--- src/pkg/cpod_pkg.sv ---
`default_nettype none
package cpod_pkg;

  // Register byte offsets on the AHB-Lite slave
  localparam logic [7:0] OFS_CTRL  = 8'h00;
  localparam logic [7:0] OFS_INSTR = 8'h04;
  localparam logic [7:0] OFS_FLAGS = 8'h08;
  localparam logic [7:0] OFS_PC    = 8'h0c;
  localparam logic [7:0] OFS_SP    = 8'h10;
  localparam logic [7:0] OFS_GPR0  = 8'h14;
  localparam logic [7:0] OFS_GPR1  = 8'h18;
  localparam logic [7:0] OFS_EADDR = 8'h1c;

  // Bus decode widths and codes
  localparam int         DEC_W     = 8;
  localparam logic [2:0] SIZE_WORD = 3'h2;
  localparam logic       HRESP_OK  = 1'b0;

  // Control register fields
  localparam int CTRL_CMD_LSB = 0;
  localparam int CTRL_LEN_LSB = 4;
  localparam int STAT_BUSY    = 0;
  localparam int STAT_GRANT   = 1;

  // Flag bit positions inside the five-bit flag word
  localparam int FLG_CARRY  = 0;
  localparam int FLG_PARITY = 1;
  localparam int FLG_HALF   = 2;
  localparam int FLG_ZERO   = 3;
  localparam int FLG_SIGN   = 4;
  localparam int FLG_W      = 5;

  // Fields of the first instruction byte
  localparam int FLD_DST_LSB  = 3;
  localparam int FLD_SRC_LSB  = 0;
  localparam int FLD_PAIR_LSB = 4;
  localparam int FLD_RST_LSB  = 3;
  localparam int FLD_ALU_LSB  = 3;
  localparam int RST_SHIFT    = 3;

  // General register codes, in field order
  localparam logic [2:0] REG_A    = 3'h0;
  localparam logic [2:0] REG_B    = 3'h1;
  localparam logic [2:0] REG_C    = 3'h2;
  localparam logic [2:0] REG_D    = 3'h3;
  localparam logic [2:0] REG_E    = 3'h4;
  localparam logic [2:0] REG_H    = 3'h5;
  localparam logic [2:0] REG_L    = 3'h6;
  localparam logic [2:0] REG_NONE = 3'h7;

  // Register pair codes
  localparam logic [1:0] PAIR_BC = 2'h0;
  localparam logic [1:0] PAIR_DE = 2'h1;
  localparam logic [1:0] PAIR_HL = 2'h2;
  localparam logic [1:0] PAIR_SP = 2'h3;

  // Reset values
  localparam logic [15:0] PC_RST = 16'h0000;
  localparam logic [15:0] SP_RST = 16'h0000;

  // Commands written to the control register
  typedef enum logic [3:0] {
    CMD_NOP   = 4'h0, CMD_FETCH = 4'h1, CMD_MOV  = 4'h2, CMD_MVI  = 4'h3,
    CMD_LXI   = 4'h4, CMD_ALUR  = 4'h5, CMD_ALUI = 4'h6, CMD_INR  = 4'h7,
    CMD_DCR   = 4'h8, CMD_JMP   = 4'h9, CMD_JPR  = 4'ha, CMD_RST  = 4'hb,
    CMD_LDA   = 4'hc, CMD_STA   = 4'hd, CMD_LDAX = 4'he, CMD_LD16 = 4'hf
  } cpod_cmd_t;

  // Arithmetic and logic operation codes
  localparam logic [2:0] ALU_ADD = 3'h0;
  localparam logic [2:0] ALU_ADC = 3'h1;
  localparam logic [2:0] ALU_SUB = 3'h2;
  localparam logic [2:0] ALU_SBB = 3'h3;
  localparam logic [2:0] ALU_AND = 3'h4;
  localparam logic [2:0] ALU_XOR = 3'h5;
  localparam logic [2:0] ALU_OR  = 3'h6;
  localparam logic [2:0] ALU_CMP = 3'h7;

  // Memory sequencer states, Gray coded along the read path except the CAPT to ISSUE step
  typedef enum logic [1:0] {
    ST_IDLE   = 2'b00,
    ST_ISSUE  = 2'b01,
    ST_STROBE = 2'b11,
    ST_CAPT   = 2'b10
  } cpod_state_t;

endpackage
`default_nettype wire

--- src/core/cpod_core.sv ---
`timescale 1ns/1ns
`default_nettype none

// Overview of operation
// - Fetch one to three consecutive instruction bytes
// - Multi-byte operands low byte at lowest address
// - Direct address: byte two low, three high
// - Indirect address: first register high, second low
// - Immediate operand from instruction, low byte first
// - Program counter advances to increasing addresses
// - Direct branch loads counter from bytes two/three
// - Indirect branch loads counter from register pair
// - Restart call jumps to eight times field
// - Five one-bit flags, set one, reset zero
// - Zero flag set when result is zero
// - Sign flag copies result most significant bit
// - Parity flag set on even ones count
// - Carry flag on carry or borrow out
// - Half carry on carry from bit three
// - Half carry updated by single-precision arithmetic, logic
// - Three-bit destination and source register fields
// - Two-bit pair field selects pair or stack
// - Counter and stack pointer sixteen bits, each read and written whole
// - Data words eight bits, bit seven most significant
// - Address and control drivers float for external master
// - Subtraction two's complement, carry marks borrow
module cpod_core
  import cpod_pkg::*;
(
  // Clock and reset
  input  wire logic        clk_i,
  input  wire logic        reset_i,
  // AHB-Lite slave
  input  wire logic        hsel_i,
  input  wire logic [31:0] haddr_i,
  input  wire logic [1:0]  htrans_i,
  input  wire logic        hwrite_i,
  input  wire logic [2:0]  hsize_i,
  input  wire logic [31:0] hwdata_i,
  input  wire logic        hready_i,
  output logic      [31:0] hrdata_o,
  output logic             hreadyout_o,
  output logic             hresp_o,
  // Memory bus
  output logic      [15:0] mem_addr_o,
  output logic             mem_addr_oe_o,
  output logic             mem_rd_o,
  output logic             mem_wr_o,
  output logic             mem_ctl_oe_o,
  output logic      [7:0]  mem_wdata_o,
  output logic             mem_wdata_oe_o,
  input  wire logic [7:0]  mem_rdata_i,
  // External master hand-over
  input  wire logic        dma_hold_i,
  output logic             dma_grant_o
);

  // Whole state of the block
  typedef struct packed {
    cpod_state_t      st;      // Memory sequencer state
    logic             go;      // Command waiting to start
    cpod_cmd_t        cmd;     // Current command
    logic [1:0]       len;     // Fetch length field
    logic [1:0]       idx;     // Byte index of memory access
    logic [1:0]       last;    // Last byte index
    logic [7:0][7:0]  gpr;     // General registers by field code
    logic [15:0]      pc;      // Program counter
    logic [15:0]      sp;      // Stack pointer
    logic [15:0]      ea;      // Last effective base address
    logic [FLG_W-1:0] flg;     // Condition flags
    logic [7:0]       b1;      // Instruction byte one
    logic [7:0]       b2;      // Instruction byte two
    logic [7:0]       b3;      // Instruction byte three
    logic [15:0]      maddr;   // Memory address pins
    logic [7:0]       mwdata;  // Memory write data pins
    logic             mrd;     // Read strobe
    logic             mwr;     // Write strobe
    logic             moe;     // Address and control drive enable
    logic             grant;   // Buses handed over
    logic             aw_pend; // Write data phase due
    logic             ar_pend; // Read data phase due
    logic             aok;     // Captured access is mapped
    logic [DEC_W-1:0] aaddr;   // Captured register offset
    logic [31:0]      hrdata;  // Read data
    logic             hready;  // Ready out
    logic             hresp;   // Response, always OKAY
  } cpod_regs_t;

  cpod_regs_t r;   // Registered state
  cpod_regs_t n;   // Next state

  // Register pair value, first register high
  function automatic logic [15:0] pair_val(input cpod_regs_t s,
                                           input logic [1:0] p);
    logic [15:0] v;
    v = s.sp;
    case (p)
      PAIR_BC: v = {s.gpr[REG_B], s.gpr[REG_C]};
      PAIR_DE: v = {s.gpr[REG_D], s.gpr[REG_E]};
      PAIR_HL: v = {s.gpr[REG_H], s.gpr[REG_L]};
      default: v = s.sp;
    endcase
    return v;
  endfunction

  // Register read multiplexer, unmapped reads as zero
  function automatic logic [31:0] rd_mux(input cpod_regs_t s,
                                         input logic [DEC_W-1:0] a,
                                         input logic ok,
                                         input logic busy);
    logic [31:0] v;
    v = 32'h0000_0000;
    if (ok) begin
      case (a)
        OFS_CTRL:  v = {30'h0, s.grant, busy};
        OFS_INSTR: v = {8'h00, s.b3, s.b2, s.b1};
        OFS_FLAGS: v = {27'h0, s.flg};
        OFS_PC:    v = {16'h0, s.pc};
        OFS_SP:    v = {16'h0, s.sp};
        OFS_GPR0:  v = {s.gpr[REG_D], s.gpr[REG_C], s.gpr[REG_B],
                        s.gpr[REG_A]};
        OFS_GPR1:  v = {8'h00, s.gpr[REG_L], s.gpr[REG_H], s.gpr[REG_E]};
        OFS_EADDR: v = {16'h0, s.ea};
        default:   v = 32'h0000_0000;
      endcase
    end
    return v;
  endfunction

  // Next-state logic: bus slave, command engine, memory sequencer
  always_comb begin
    logic        busy;
    logic [2:0]  dst;
    logic [2:0]  src;
    logic [1:0]  prs;
    logic [2:0]  aop;
    logic [7:0]  acc;
    logic [7:0]  opnd;
    logic [7:0]  res;
    logic [8:0]  sum;
    logic [4:0]  half;
    logic        cin;
    logic        setf;
    busy = 1'b0;
    dst  = 3'h0;
    src  = 3'h0;
    prs  = 2'h0;
    aop  = 3'h0;
    acc  = 8'h00;
    opnd = 8'h00;
    res  = 8'h00;
    sum  = 9'h000;
    half = 5'h00;
    cin  = 1'b0;
    setf = 1'b0;
    n    = r;

    busy = r.go || (r.st != ST_IDLE);
    dst  = r.b1[FLD_DST_LSB +: 3];
    src  = r.b1[FLD_SRC_LSB +: 3];
    prs  = r.b1[FLD_PAIR_LSB +: 2];
    aop  = r.b1[FLD_ALU_LSB +: 3];
    acc  = r.gpr[REG_A];

    // Read data phase: one wait state, so a write just before is seen
    n.hready = 1'b1;
    n.hresp  = HRESP_OK;
    n.ar_pend = 1'b0;
    n.aw_pend = 1'b0;
    if (r.ar_pend) begin
      n.hrdata = rd_mux(r, r.aaddr, r.aok, busy);
    end

    // Address phase capture
    if (hsel_i && hready_i && htrans_i[1]) begin
      n.aaddr = haddr_i[DEC_W-1:0];
      n.aok   = (haddr_i[31:DEC_W] == '0) && (hsize_i == SIZE_WORD);
      if (hwrite_i) begin
        n.aw_pend = 1'b1;
      end else begin
        n.ar_pend = 1'b1;
        n.hready  = 1'b0;
      end
    end

    // Write data phase; state is frozen while a command runs
    if (r.aw_pend && r.aok && !busy) begin
      case (r.aaddr)
        OFS_CTRL: begin
          n.cmd = cpod_cmd_t'(hwdata_i[CTRL_CMD_LSB +: 4]);
          n.len = hwdata_i[CTRL_LEN_LSB +: 2];
          n.go  = 1'b1;
        end
        OFS_INSTR: begin
          n.b1 = hwdata_i[7:0];
          n.b2 = hwdata_i[15:8];
          n.b3 = hwdata_i[23:16];
        end
        OFS_FLAGS: n.flg = hwdata_i[FLG_W-1:0];
        OFS_PC:    n.pc = hwdata_i[15:0];
        OFS_SP:    n.sp = hwdata_i[15:0];
        OFS_GPR0:  n.gpr[3:0] = hwdata_i;
        OFS_GPR1:  n.gpr[6:4] = hwdata_i[23:0];
        default:   n.aok = r.aok;
      endcase
    end

    // Command engine and memory sequencer
    case (r.st)
      ST_IDLE: begin
        if (r.go) begin
          n.go   = 1'b0;
          n.idx  = 2'h0;
          n.last = 2'h0;
          case (r.cmd)
            CMD_FETCH: begin
              n.ea   = r.pc;
              n.last = (r.len == 2'h0) ? 2'h0 : r.len - 2'h1;
              n.st   = ST_ISSUE;
            end
            CMD_MOV: begin
              if (dst != REG_NONE) begin
                n.gpr[dst] = r.gpr[src];
              end
            end
            CMD_MVI: begin
              if (dst != REG_NONE) begin
                n.gpr[dst] = r.b2;
              end
            end
            CMD_LXI: begin
              case (prs)
                PAIR_BC: n.gpr[REG_B +: 2] = {r.b2, r.b3};
                PAIR_DE: n.gpr[REG_D +: 2] = {r.b2, r.b3};
                PAIR_HL: n.gpr[REG_H +: 2] = {r.b2, r.b3};
                default: n.sp = {r.b3, r.b2};
              endcase
            end
            CMD_ALUR, CMD_ALUI: begin
              opnd = (r.cmd == CMD_ALUR) ? r.gpr[src] : r.b2;
              setf = 1'b1;
              case (aop)
                ALU_ADD, ALU_ADC: begin
                  cin  = (aop == ALU_ADC) && r.flg[FLG_CARRY];
                  sum  = {1'b0, acc} + {1'b0, opnd} + {8'h00, cin};
                  half = {1'b0, acc[3:0]} + {1'b0, opnd[3:0]}
                       + {4'h0, cin};
                  n.flg[FLG_CARRY] = sum[8];
                end
                ALU_AND: begin
                  sum  = {1'b0, acc & opnd};
                  half = {acc[3] | opnd[3], 4'h0};
                  n.flg[FLG_CARRY] = 1'b0;
                end
                ALU_XOR: begin
                  sum = {1'b0, acc ^ opnd};
                  n.flg[FLG_CARRY] = 1'b0;
                end
                ALU_OR: begin
                  sum = {1'b0, acc | opnd};
                  n.flg[FLG_CARRY] = 1'b0;
                end
                default: begin
                  // add the complement, carry means borrow
                  cin  = !((aop == ALU_SBB) && r.flg[FLG_CARRY]);
                  sum  = {1'b0, acc} + {1'b0, ~opnd} + {8'h00, cin};
                  half = {1'b0, acc[3:0]} + {1'b0, ~opnd[3:0]}
                       + {4'h0, cin};
                  n.flg[FLG_CARRY] = ~sum[8];
                end
              endcase
              res = sum[7:0];
              if (aop != ALU_CMP) begin
                n.gpr[REG_A] = res;
              end
            end
            CMD_INR, CMD_DCR: begin
              // Carry is left alone by increment and decrement
              opnd = (dst == REG_NONE) ? 8'h00 : r.gpr[dst];
              if (r.cmd == CMD_INR) begin
                sum  = {1'b0, opnd} + 9'h001;
                half = {1'b0, opnd[3:0]} + 5'h01;
              end else begin
                sum  = {1'b0, opnd} + 9'h0ff;
                half = {1'b0, opnd[3:0]} + 5'h0f;
              end
              res  = sum[7:0];
              setf = 1'b1;
              if (dst != REG_NONE) begin
                n.gpr[dst] = res;
              end
            end
            CMD_JMP: n.pc = {r.b3, r.b2};
            CMD_JPR: n.pc = pair_val(r, prs);
            CMD_RST: begin
              n.pc = 16'(r.b1[FLD_RST_LSB +: 3]) << RST_SHIFT;
            end
            CMD_LDA, CMD_STA, CMD_LD16: begin
              // byte two low, byte three high
              n.ea   = {r.b3, r.b2};
              n.last = (r.cmd == CMD_LD16) ? 2'h1 : 2'h0;
              n.st   = ST_ISSUE;
            end
            CMD_LDAX: begin
              n.ea = pair_val(r, prs);
              n.st = ST_ISSUE;
            end
            default: n.go = 1'b0;
          endcase
        end
      end
      ST_ISSUE: begin
        // Wait while the external master holds the buses
        if (!dma_hold_i) begin
          n.maddr  = r.ea + 16'(r.idx);
          n.mwdata = acc;
          n.mrd    = (r.cmd != CMD_STA);
          n.mwr    = (r.cmd == CMD_STA);
          n.st     = ST_STROBE;
        end
      end
      ST_STROBE: begin
        // Strobe stands one cycle; memory answers the cycle after
        n.mrd = 1'b0;
        n.mwr = 1'b0;
        n.st  = r.mwr ? ST_IDLE : ST_CAPT;
      end
      ST_CAPT: begin
        case (r.cmd)
          CMD_FETCH: begin
            case (r.idx)
              2'h0:    n.b1 = mem_rdata_i;
              2'h1:    n.b2 = mem_rdata_i;
              default: n.b3 = mem_rdata_i;
            endcase
            // counter steps past each fetched byte
            n.pc = r.pc + 16'h0001;
          end
          CMD_LD16: begin
            // low byte to second register first
            if (r.idx == 2'h0) begin
              n.gpr[REG_L] = mem_rdata_i;
            end else begin
              n.gpr[REG_H] = mem_rdata_i;
            end
          end
          default: n.gpr[REG_A] = mem_rdata_i;
        endcase
        if (r.idx == r.last) begin
          n.st = ST_IDLE;
        end else begin
          n.idx = r.idx + 2'h1;
          n.st  = ST_ISSUE;
        end
      end
      default: n.st = ST_IDLE;
    endcase

    // Shared zero, sign, parity and half-carry update
    if (setf) begin
      // flags forced to one or zero
      n.flg[FLG_ZERO]   = (res == 8'h00);
      // bit seven is the top bit
      n.flg[FLG_SIGN]   = res[7];
      n.flg[FLG_PARITY] = ~^res;
      // half carry on every flag-setting op
      n.flg[FLG_HALF]   = half[4];
    end

    // release address and control drivers on hold
    n.grant = dma_hold_i && (n.st != ST_STROBE);
    n.moe   = !n.grant;
  end

  // State register
  always_ff @(posedge clk_i or posedge reset_i) begin
    if (reset_i) begin
      r        <= '0;
      r.pc     <= PC_RST;
      r.sp     <= SP_RST;
      r.hready <= 1'b1;
      r.moe    <= 1'b1;
    end else begin
      r <= n;
    end
  end

  // Outputs come straight from the state register
  assign hrdata_o       = r.hrdata;
  assign hreadyout_o    = r.hready;
  assign hresp_o        = r.hresp;
  assign mem_addr_o     = r.maddr;
  assign mem_addr_oe_o  = r.moe;
  assign mem_rd_o       = r.mrd;
  assign mem_wr_o       = r.mwr;
  assign mem_ctl_oe_o   = r.moe;
  assign mem_wdata_o    = r.mwdata;
  assign mem_wdata_oe_o = r.mwr;
  assign dma_grant_o    = r.grant;

endmodule

`default_nettype wire

--- config.mk ---
export PLATFORM = sky130hd
export DESIGN_NAME = cpod_core
export DESIGN_NICKNAME = d
export VERILOG_FILES = /design/src/pkg/cpod_pkg.sv /design/src/core/cpod_core.sv
export SDC_FILE = /design/constraint.sdc
export NUM_CORES = 1
export LEC_CHECK = 0
export BUFFER_PORTS_ARGS = -buffer_cell sky130_fd_sc_hd__buf_2
export CAP_MARGIN = 20
export CORE_UTILIZATION = 50
export CTS_BUF_LIST = sky130_fd_sc_hd__clkbuf_4 sky130_fd_sc_hd__clkbuf_8 sky130_fd_sc_hd__clkbuf_16
export CTS_CLUSTER_DIAMETER = 120
export DETAILED_ROUTE_END_ITERATION = 10
export HOLD_SLACK_MARGIN = 0.03
export PLACE_DENSITY_LB_ADDON = 0.1
export SYNTH_ARGS = -nofsm -noshare
export SYNTH_HDL_FRONTEND = slang
export SYNTH_SLANG_ARGS = --single-unit
--- constraint.sdc ---
create_clock -name clk_i -period 18.8 [get_ports clk_i]
set_input_delay 2.82 -clock clk_i [delete_from_list [all_inputs] [get_ports clk_i]]
set_output_delay 2.82 -clock clk_i [all_outputs]
set_load 0.005 [all_outputs]
==> results of run 1 <==
-- cells by family (layout without fill, tap and decap cells) --
| group | count (synthesis) | count (layout) | synth area share, % |
|---|---|---|---|
| XOR/XNOR | 41 | 41 | 2.06 |
| adder cells (fa/ha/maj) | 44 | 44 | 3.37 |
| other | 1 | 1 | 0.0215 |
| AND/OR/NAND/NOR | 581 | 581 | 14.8 |
| AO/OA/AOI/OAI | 625 | 625 | 22.3 |
| flip-flops | 226 | 226 | 32.4 |
| buffers and inverters | 305 | 334 | 8.22 |
| multiplexers | 222 | 222 | 16.8 |
-- power breakdown --
group	switching, mW	internal, mW
clock	0.229	0.339
combinational	0.130	0.0696
sequential	0.0180	0.494
total	0.376	0.902
-- worst max-delay path: stages (launching register included) --
cell and delay, ns:
dfrtp_4 0.76, nor2b_1 0.87, a21oi_1 0.15, o21ai_0 0.70
ha_1 0.35, nand2_1 0.10, a311oi_1 0.42, o41ai_2 0.14
xnor2_1 0.53, and2_1 0.44, o21ai_0 0.26, ha_1 0.37
xnor2_1 0.18, xnor2_1 0.16, nor2_1 0.08, a21oi_1 0.12
-- layer usage --
layer  vias up  global-route usage [%]  part of all wire [%]
met1      8411                    56.6                    38
li1       7382                       -                     -
met4         0                    24.7                   7.1
met5         -                       0                     0
met2      1294                    61.5                    42
met3       287                    10.9                    13
-- sequential cells by signal, indices dropped and copies added (netlist names) --
name / count
mem_addr_o: 16
mem_wdata_oe_o: 1
hreadyout_o: 1
mem_wdata_o: 8
hrdata_o: 32
mem_rd_o: 1
dma_grant_o: 1
mem_addr_oe_o: 1
r: 165
-- stage by stage --
step           cells  hold WS [ns]  instance area [µm²]  total power, mW  util, %
6_report        2529         0.378                19000             1.28     55.2
4_1_cts         2528         0.378                19000             1.28     55.2
3_3_place_gp    2479         0.360                18100            0.709     52.4
2_1_floorplan   2045         0.424                17400            0.635        -
5_1_grt         2529         0.382                19000             1.31     55.2
3_5_place_dp    2479         0.364                18100            0.711     52.4
-- final cells by class --
| type | count | area, µm² | share of cell area (%) |
|---|---|---|---|
| Inverter | 85 | 327 | 1.72 |
| Sequential cell | 226 | 5660 | 29.8 |
| Multi-Input combinational cell | 1514 | 10400 | 54.5 |
| Timing Repair Buffer | 200 | 1150 | 6.04 |
| Clock inverter | 15 | 190 | 1.00 |
| Clock buffer | 34 | 753 | 3.96 |
| Tap cell | 455 | 569 | 2.99 |
-- path summary, 6_finish.rpt --
| kind | from | endpoint | slack, ns | cells past startpoint |
|---|---|---|---|---|
| max | r[93] | r[98] | 13.05 | 15 |
| min | r[210] | r[210] | 0.38 | 0 |
| max reg2reg | r[93] | r[98] | 13.05 | 15 |
| min reg2reg | r[210] | r[210] | 0.38 | 0 |
| max in group asynchronous | reset_i | hrdata_o[2] | 14.06 | 4 |
| min in group asynchronous | reset_i | r[226] | 2.39 | 2 |
-- cell usage after synthesis, types with 12 or more instances --
cell      number  area [µm²]
nand2_1      234         878
dfrtp_1      224        5610
a21oi_1      190         951
nor2_1       187         702
o21ai_0      168         841
mux2i_1      138        1380
clkbuf_1     114         428
inv_1         83         312
buf_4         64         480
mux4_2        54        1220
o22ai_1       51         319
ha_1          39         488
nand3_1       37         185
mux2_2        30         338
a22oi_1       26         195
nor3_1        24         120
buf_2         23         115
xnor2_1       21         184
xor2_1        20         175
o221ai_1      19         166
a31oi_1       18         113
nor2b_1       17         106
and3_1        16         100
o211ai_1      16         120
nand2b_1      14        87.6
a21o_1        13        97.6
a221oi_1      13         114
buf_1         13        48.8
a222oi_1      12         120
==> reports/metrics.cfg, run 1 <==
[clocking]
clkTransAtPathRegs_ns = 0.06
cts_tree = built
cts_buffers = 27
clock_path_buffers = 3
clock_sinks = 226
cts_setup_buffers = 0
htreeDepth = 1
cts_resized = 0
root_buffer = clkbuf_16
ctsHoldBuffers = 0
worstSkewPairLatency_ns = 0.57

[synth]
syn_nets = 2172
synth_area_mm2 = 0.0174
synth_cells = 2045
yosysUniqueCellTypes = 85
ys_warn_count = 0
synth.avg_cell_area_um2 = 8.53
seq_area_frac_synth_pct = 32.4
ys_ff_latch = 226
synth_edf_count = 0
yosys_most_used_dff = dfrtp_1
ys_async_sr_fraction_pct = 100

[global_routing]
grt-ovfl-total = 0
grt_first_pass_wirelength_um = 110000
grt_max_degree = 99
antenna_found_initial = 0
grt.total_usage_pct = 42.2
grt_pass1_vias = 16200

[power_and_ir_drop]
pwr_density_cell_mw_per_mm2 = 67.2
p_leak_nw = 7.85
ir_worst_vdd_mv = 0.0903

[final_layout]
fillers = 3233
drive_gt1_share_pct = 17.6
nNetsFinal = 2181
syn_to_final_growth_pct = 9.08
antenna_cells = 0
mostFrequentLayoutCells = nand2_1 (234), dfrtp_1 (221), a21oi_1 (190)
final_common_cell = nand2_1

[sta]
setup_slack_ns = 13.05
setup-violations-final = 0
fin_crit_ns = 5.75
grt_setup_unrepaired = false
period_share_pct = 30.6
hold_violations = 0
skew_ns = 0.0192
slew_headroom_pct = 9.85
fmax_mhz = 174
maxSlewViolCount = 0
tightest_slew_ns = 1.35
setup_tns_ns = 0

[floorplanning]
std_cell_rows = 68
floorplan.initialDensity_pct = 50.6
coreArea_mm2 = 0.0345
num_io_pins = 147
die_h_um = 189
die_area_mm2 = 0.0356
die_w_um = 189

[place]
place.gp.congestion = 1.07
dpl_worst_slack_ns = 13.40
port_buffers = 144
place_hpwl_um = 55200

[min_path]
hp-class = flop to flop

[drt]
drc = 0
vias = 17400
wl_um = 75800
drt_iter0_drc = 2357
dr.pass1.iters = 9
via_per_inst = 6.87
ant_nets = 0
avgRoutedWirePerCell_um = 30.0

[worst_setup_path]
worst_setup_path_end_kind = flop
start_kind = flop
criticalPathCategory = flop to flop
critical_path.max_fanout = 51
worst-endpoint-arrival_ns = 6.23
required_ns = 19.28

[run]
timing.max_cap.violations = 0

[run_status]
outcome = completed

Note: power is estimated with default switching activity, not from simulation.
==> inputs of run 2 (changes only) <==
clock period = 4.8 ns   (was 18.8 ns; I/O delays follow)
==> run 2 against run 1 <==
Net effect: routed wire length rose by 9.2%; non-clock buffer count up 75; sequential cell count stayed put; sequential power grew to 3.9 times the previous value; setup slack worse by 13 ns; register-to-register slack got worse by 13 ns; first-iteration DRC count rose by 5.9%; clock skew rose by 0.0018 ns; largest power group unchanged; maximum frequency grew 25%; design area is 3.4% higher; cell count rose by 3.1%; critical endpoint unchanged.
==> reports/metrics.cfg, run 2 (synthesis results as in run 1) <==
[worst_setup_path]
criticalPathCategory = flop to flop
crit_slowest_cell = mux4_2
reg2reg_slack_ns = 0.18
max_stage_delay_ns = 0.53
startpoint = r[89]
required_ns = 5.30
worst-endpoint-arrival_ns = 5.12
cp-endpoint = r[98]
start_kind = flop
critical_path.max_fanout = 14
worst_setup_path_end_kind = flop
reg2reg_depth = 17
worstPathCellList = buf_8 > mux4_2 > mux2i_2 > a21o_1 > ha_1 > o21a_1 > o31a_1 > o211a_1 > o21a_1 > o31ai_1 > o211a_1 > o21ai_0 > ha_1 > xnor2_1 > xnor2_1 > nor2_1 > a21oi_1
rr_startpoint = r[89]
crit-reg2reg-capture = r[98]

[run_status]
outcome = completed

[global_routing]
antenna_found_initial = 1
grt.total_usage_pct = 46.3
met1_usage_pct = 60.2
grt_max_degree = 83
use_met2_pct = 65.1
grt_first_pass_wirelength_um = 119000
use_met3_pct = 15.8
grt-ovfl-total = 0
grt_pass1_vias = 16800
busiest_layer = met2

[final_layout]
final_common_cell = nand2_1
syn_to_final_growth_pct = 12.8
largest_reg_flops = 165
mostFrequentLayoutCells = nand2_1 (234), dfrtp_1 (221), a21oi_1 (190)
drive_gt1_share_pct = 20.6
regMostFlops = r
utilization_pct = 57.1
fin_area_mm2 = 0.0197
nNetsFinal = 2257

[power_and_ir_drop]
pwr_density_cell_mw_per_mm2 = 259
ir_worst_vdd_mv = 0.292
switching_share_pct = 29.7
seqPwrFrac_pct = 39.2
power_frac_comb_pct = 16.4
switchingPower_mw = 1.52
p_leak_nw = 8.24
p_int_mw = 3.59
pwr-share-clk_pct = 44.4

[sta]
maxSlewViolCount = 0
fmax_mhz = 217
skew_ns = 0.0210
fin_crit_ns = 4.62
tightest_slew_ns = 1.09
slew_headroom_pct = 27.6
setup-violations-final = 0
period_share_pct = 96.2
hold_violations = 0

[floorplanning]
die_w_um = 189
floorplan.initialDensity_pct = 50.6
die_area_mm2 = 0.0356
die_h_um = 189
num_io_pins = 147
coreArea_mm2 = 0.0345
std_cell_rows = 68

[run]
timing.max_cap.violations = 0

[clocking]
clock_path_buffers = 3
ctsHoldBuffers = 0
worstSkewPairLatency_ns = 0.58
htreeDepth = 1
cts_buffers = 28
clkTransAtPathRegs_ns = 0.06
root_buffer = clkbuf_16
clock_sinks = 226
cts_tree = built

[place]
place_hpwl_um = 61300
place.gp.congestion = 1.08
port_buffers = 144
post_dp_cell_area_mm2 = 0.0187

[drt]
wl_um = 82800
dr.pass1.iters = 9
drc = 0
drt_iter0_drc = 2496
vias = 18000
ant_nets = 0
via_per_inst = 6.88
avgRoutedWirePerCell_um = 31.8

[min_path]
hp-class = input pin to flop
holdPathStages = 1

-- run 2: power groups by stage --
stage          logic, mW  registers, mW  clock network [mW]
6_report           0.837           2.00                2.27
3_5_place_dp       0.795           2.03                   0
3_3_place_gp       0.793           2.03                   0
2_1_floorplan      0.505           1.98                   0
4_1_cts            0.800           2.00                2.27
5_1_grt            0.871           2.00                2.34
-- run 2: routing by layer --
layer | part of all wire, % | wire, µm
met2 | 40 | 33500
met3 | 14 | 11500
met5 | 0.016 | 13
met1 | 37 | 31000
met4 | 8.2 | 6830
-- run 2: final cells by class --
type                    count  area (µm²)
repair buffers            275        1770
well taps                 455         569
fillers                  3140       14800
inverters                  85         323
multi-input cells        1514       10400
clock inverters            10         143
clock buffers              42         831
diodes                      1        2.50
flip-flops and latches    226        5660
-- run 2: metrics by stage --
stage          hold WS (ns)  total power [mW]  setup TNS [ns]  instances  worst slack [ns]
3_5_place_dp          0.364              2.83               0       2554             0.162
6_report              0.266              5.11               0       2608             0.183
3_3_place_gp          0.360              2.82               0       2552             0.182
4_1_cts               0.258              5.07               0       2606             0.137
5_1_grt               0.269              5.22        -0.00549       2607          -0.00549
2_1_floorplan         0.424              2.49               0       2045             0.469
-- run 2: how the worst min path moves through the flow --
stage | endpoint | startpoint
finish | dma_grant_o | dma_hold_i
global route | dma_grant_o | dma_hold_i
CTS | dma_grant_o | dma_hold_i
detailed placement | r[211] | r[211]
global placement | r[207] | r[207]
floorplan | r[207] | r[207]
-- run 2: critical path, delay by kind of cell (launching register included) --
kind / cells / cell delay, ns
XOR/XNOR: 2 / 0.31
AO/OA/AOI/OAI: 9 / 1.93
multiplexers: 2 / 0.85
adder cells (fa/ha/maj): 2 / 0.68
flip-flops: 1 / 0.47
buffers and inverters: 1 / 0.24
AND/OR/NAND/NOR: 1 / 0.06
-- run 2: timing repair --
item                       CTS  global route
setup endpoints to repair    0             1
gates resized for setup      0             6
setup buffers                0             0
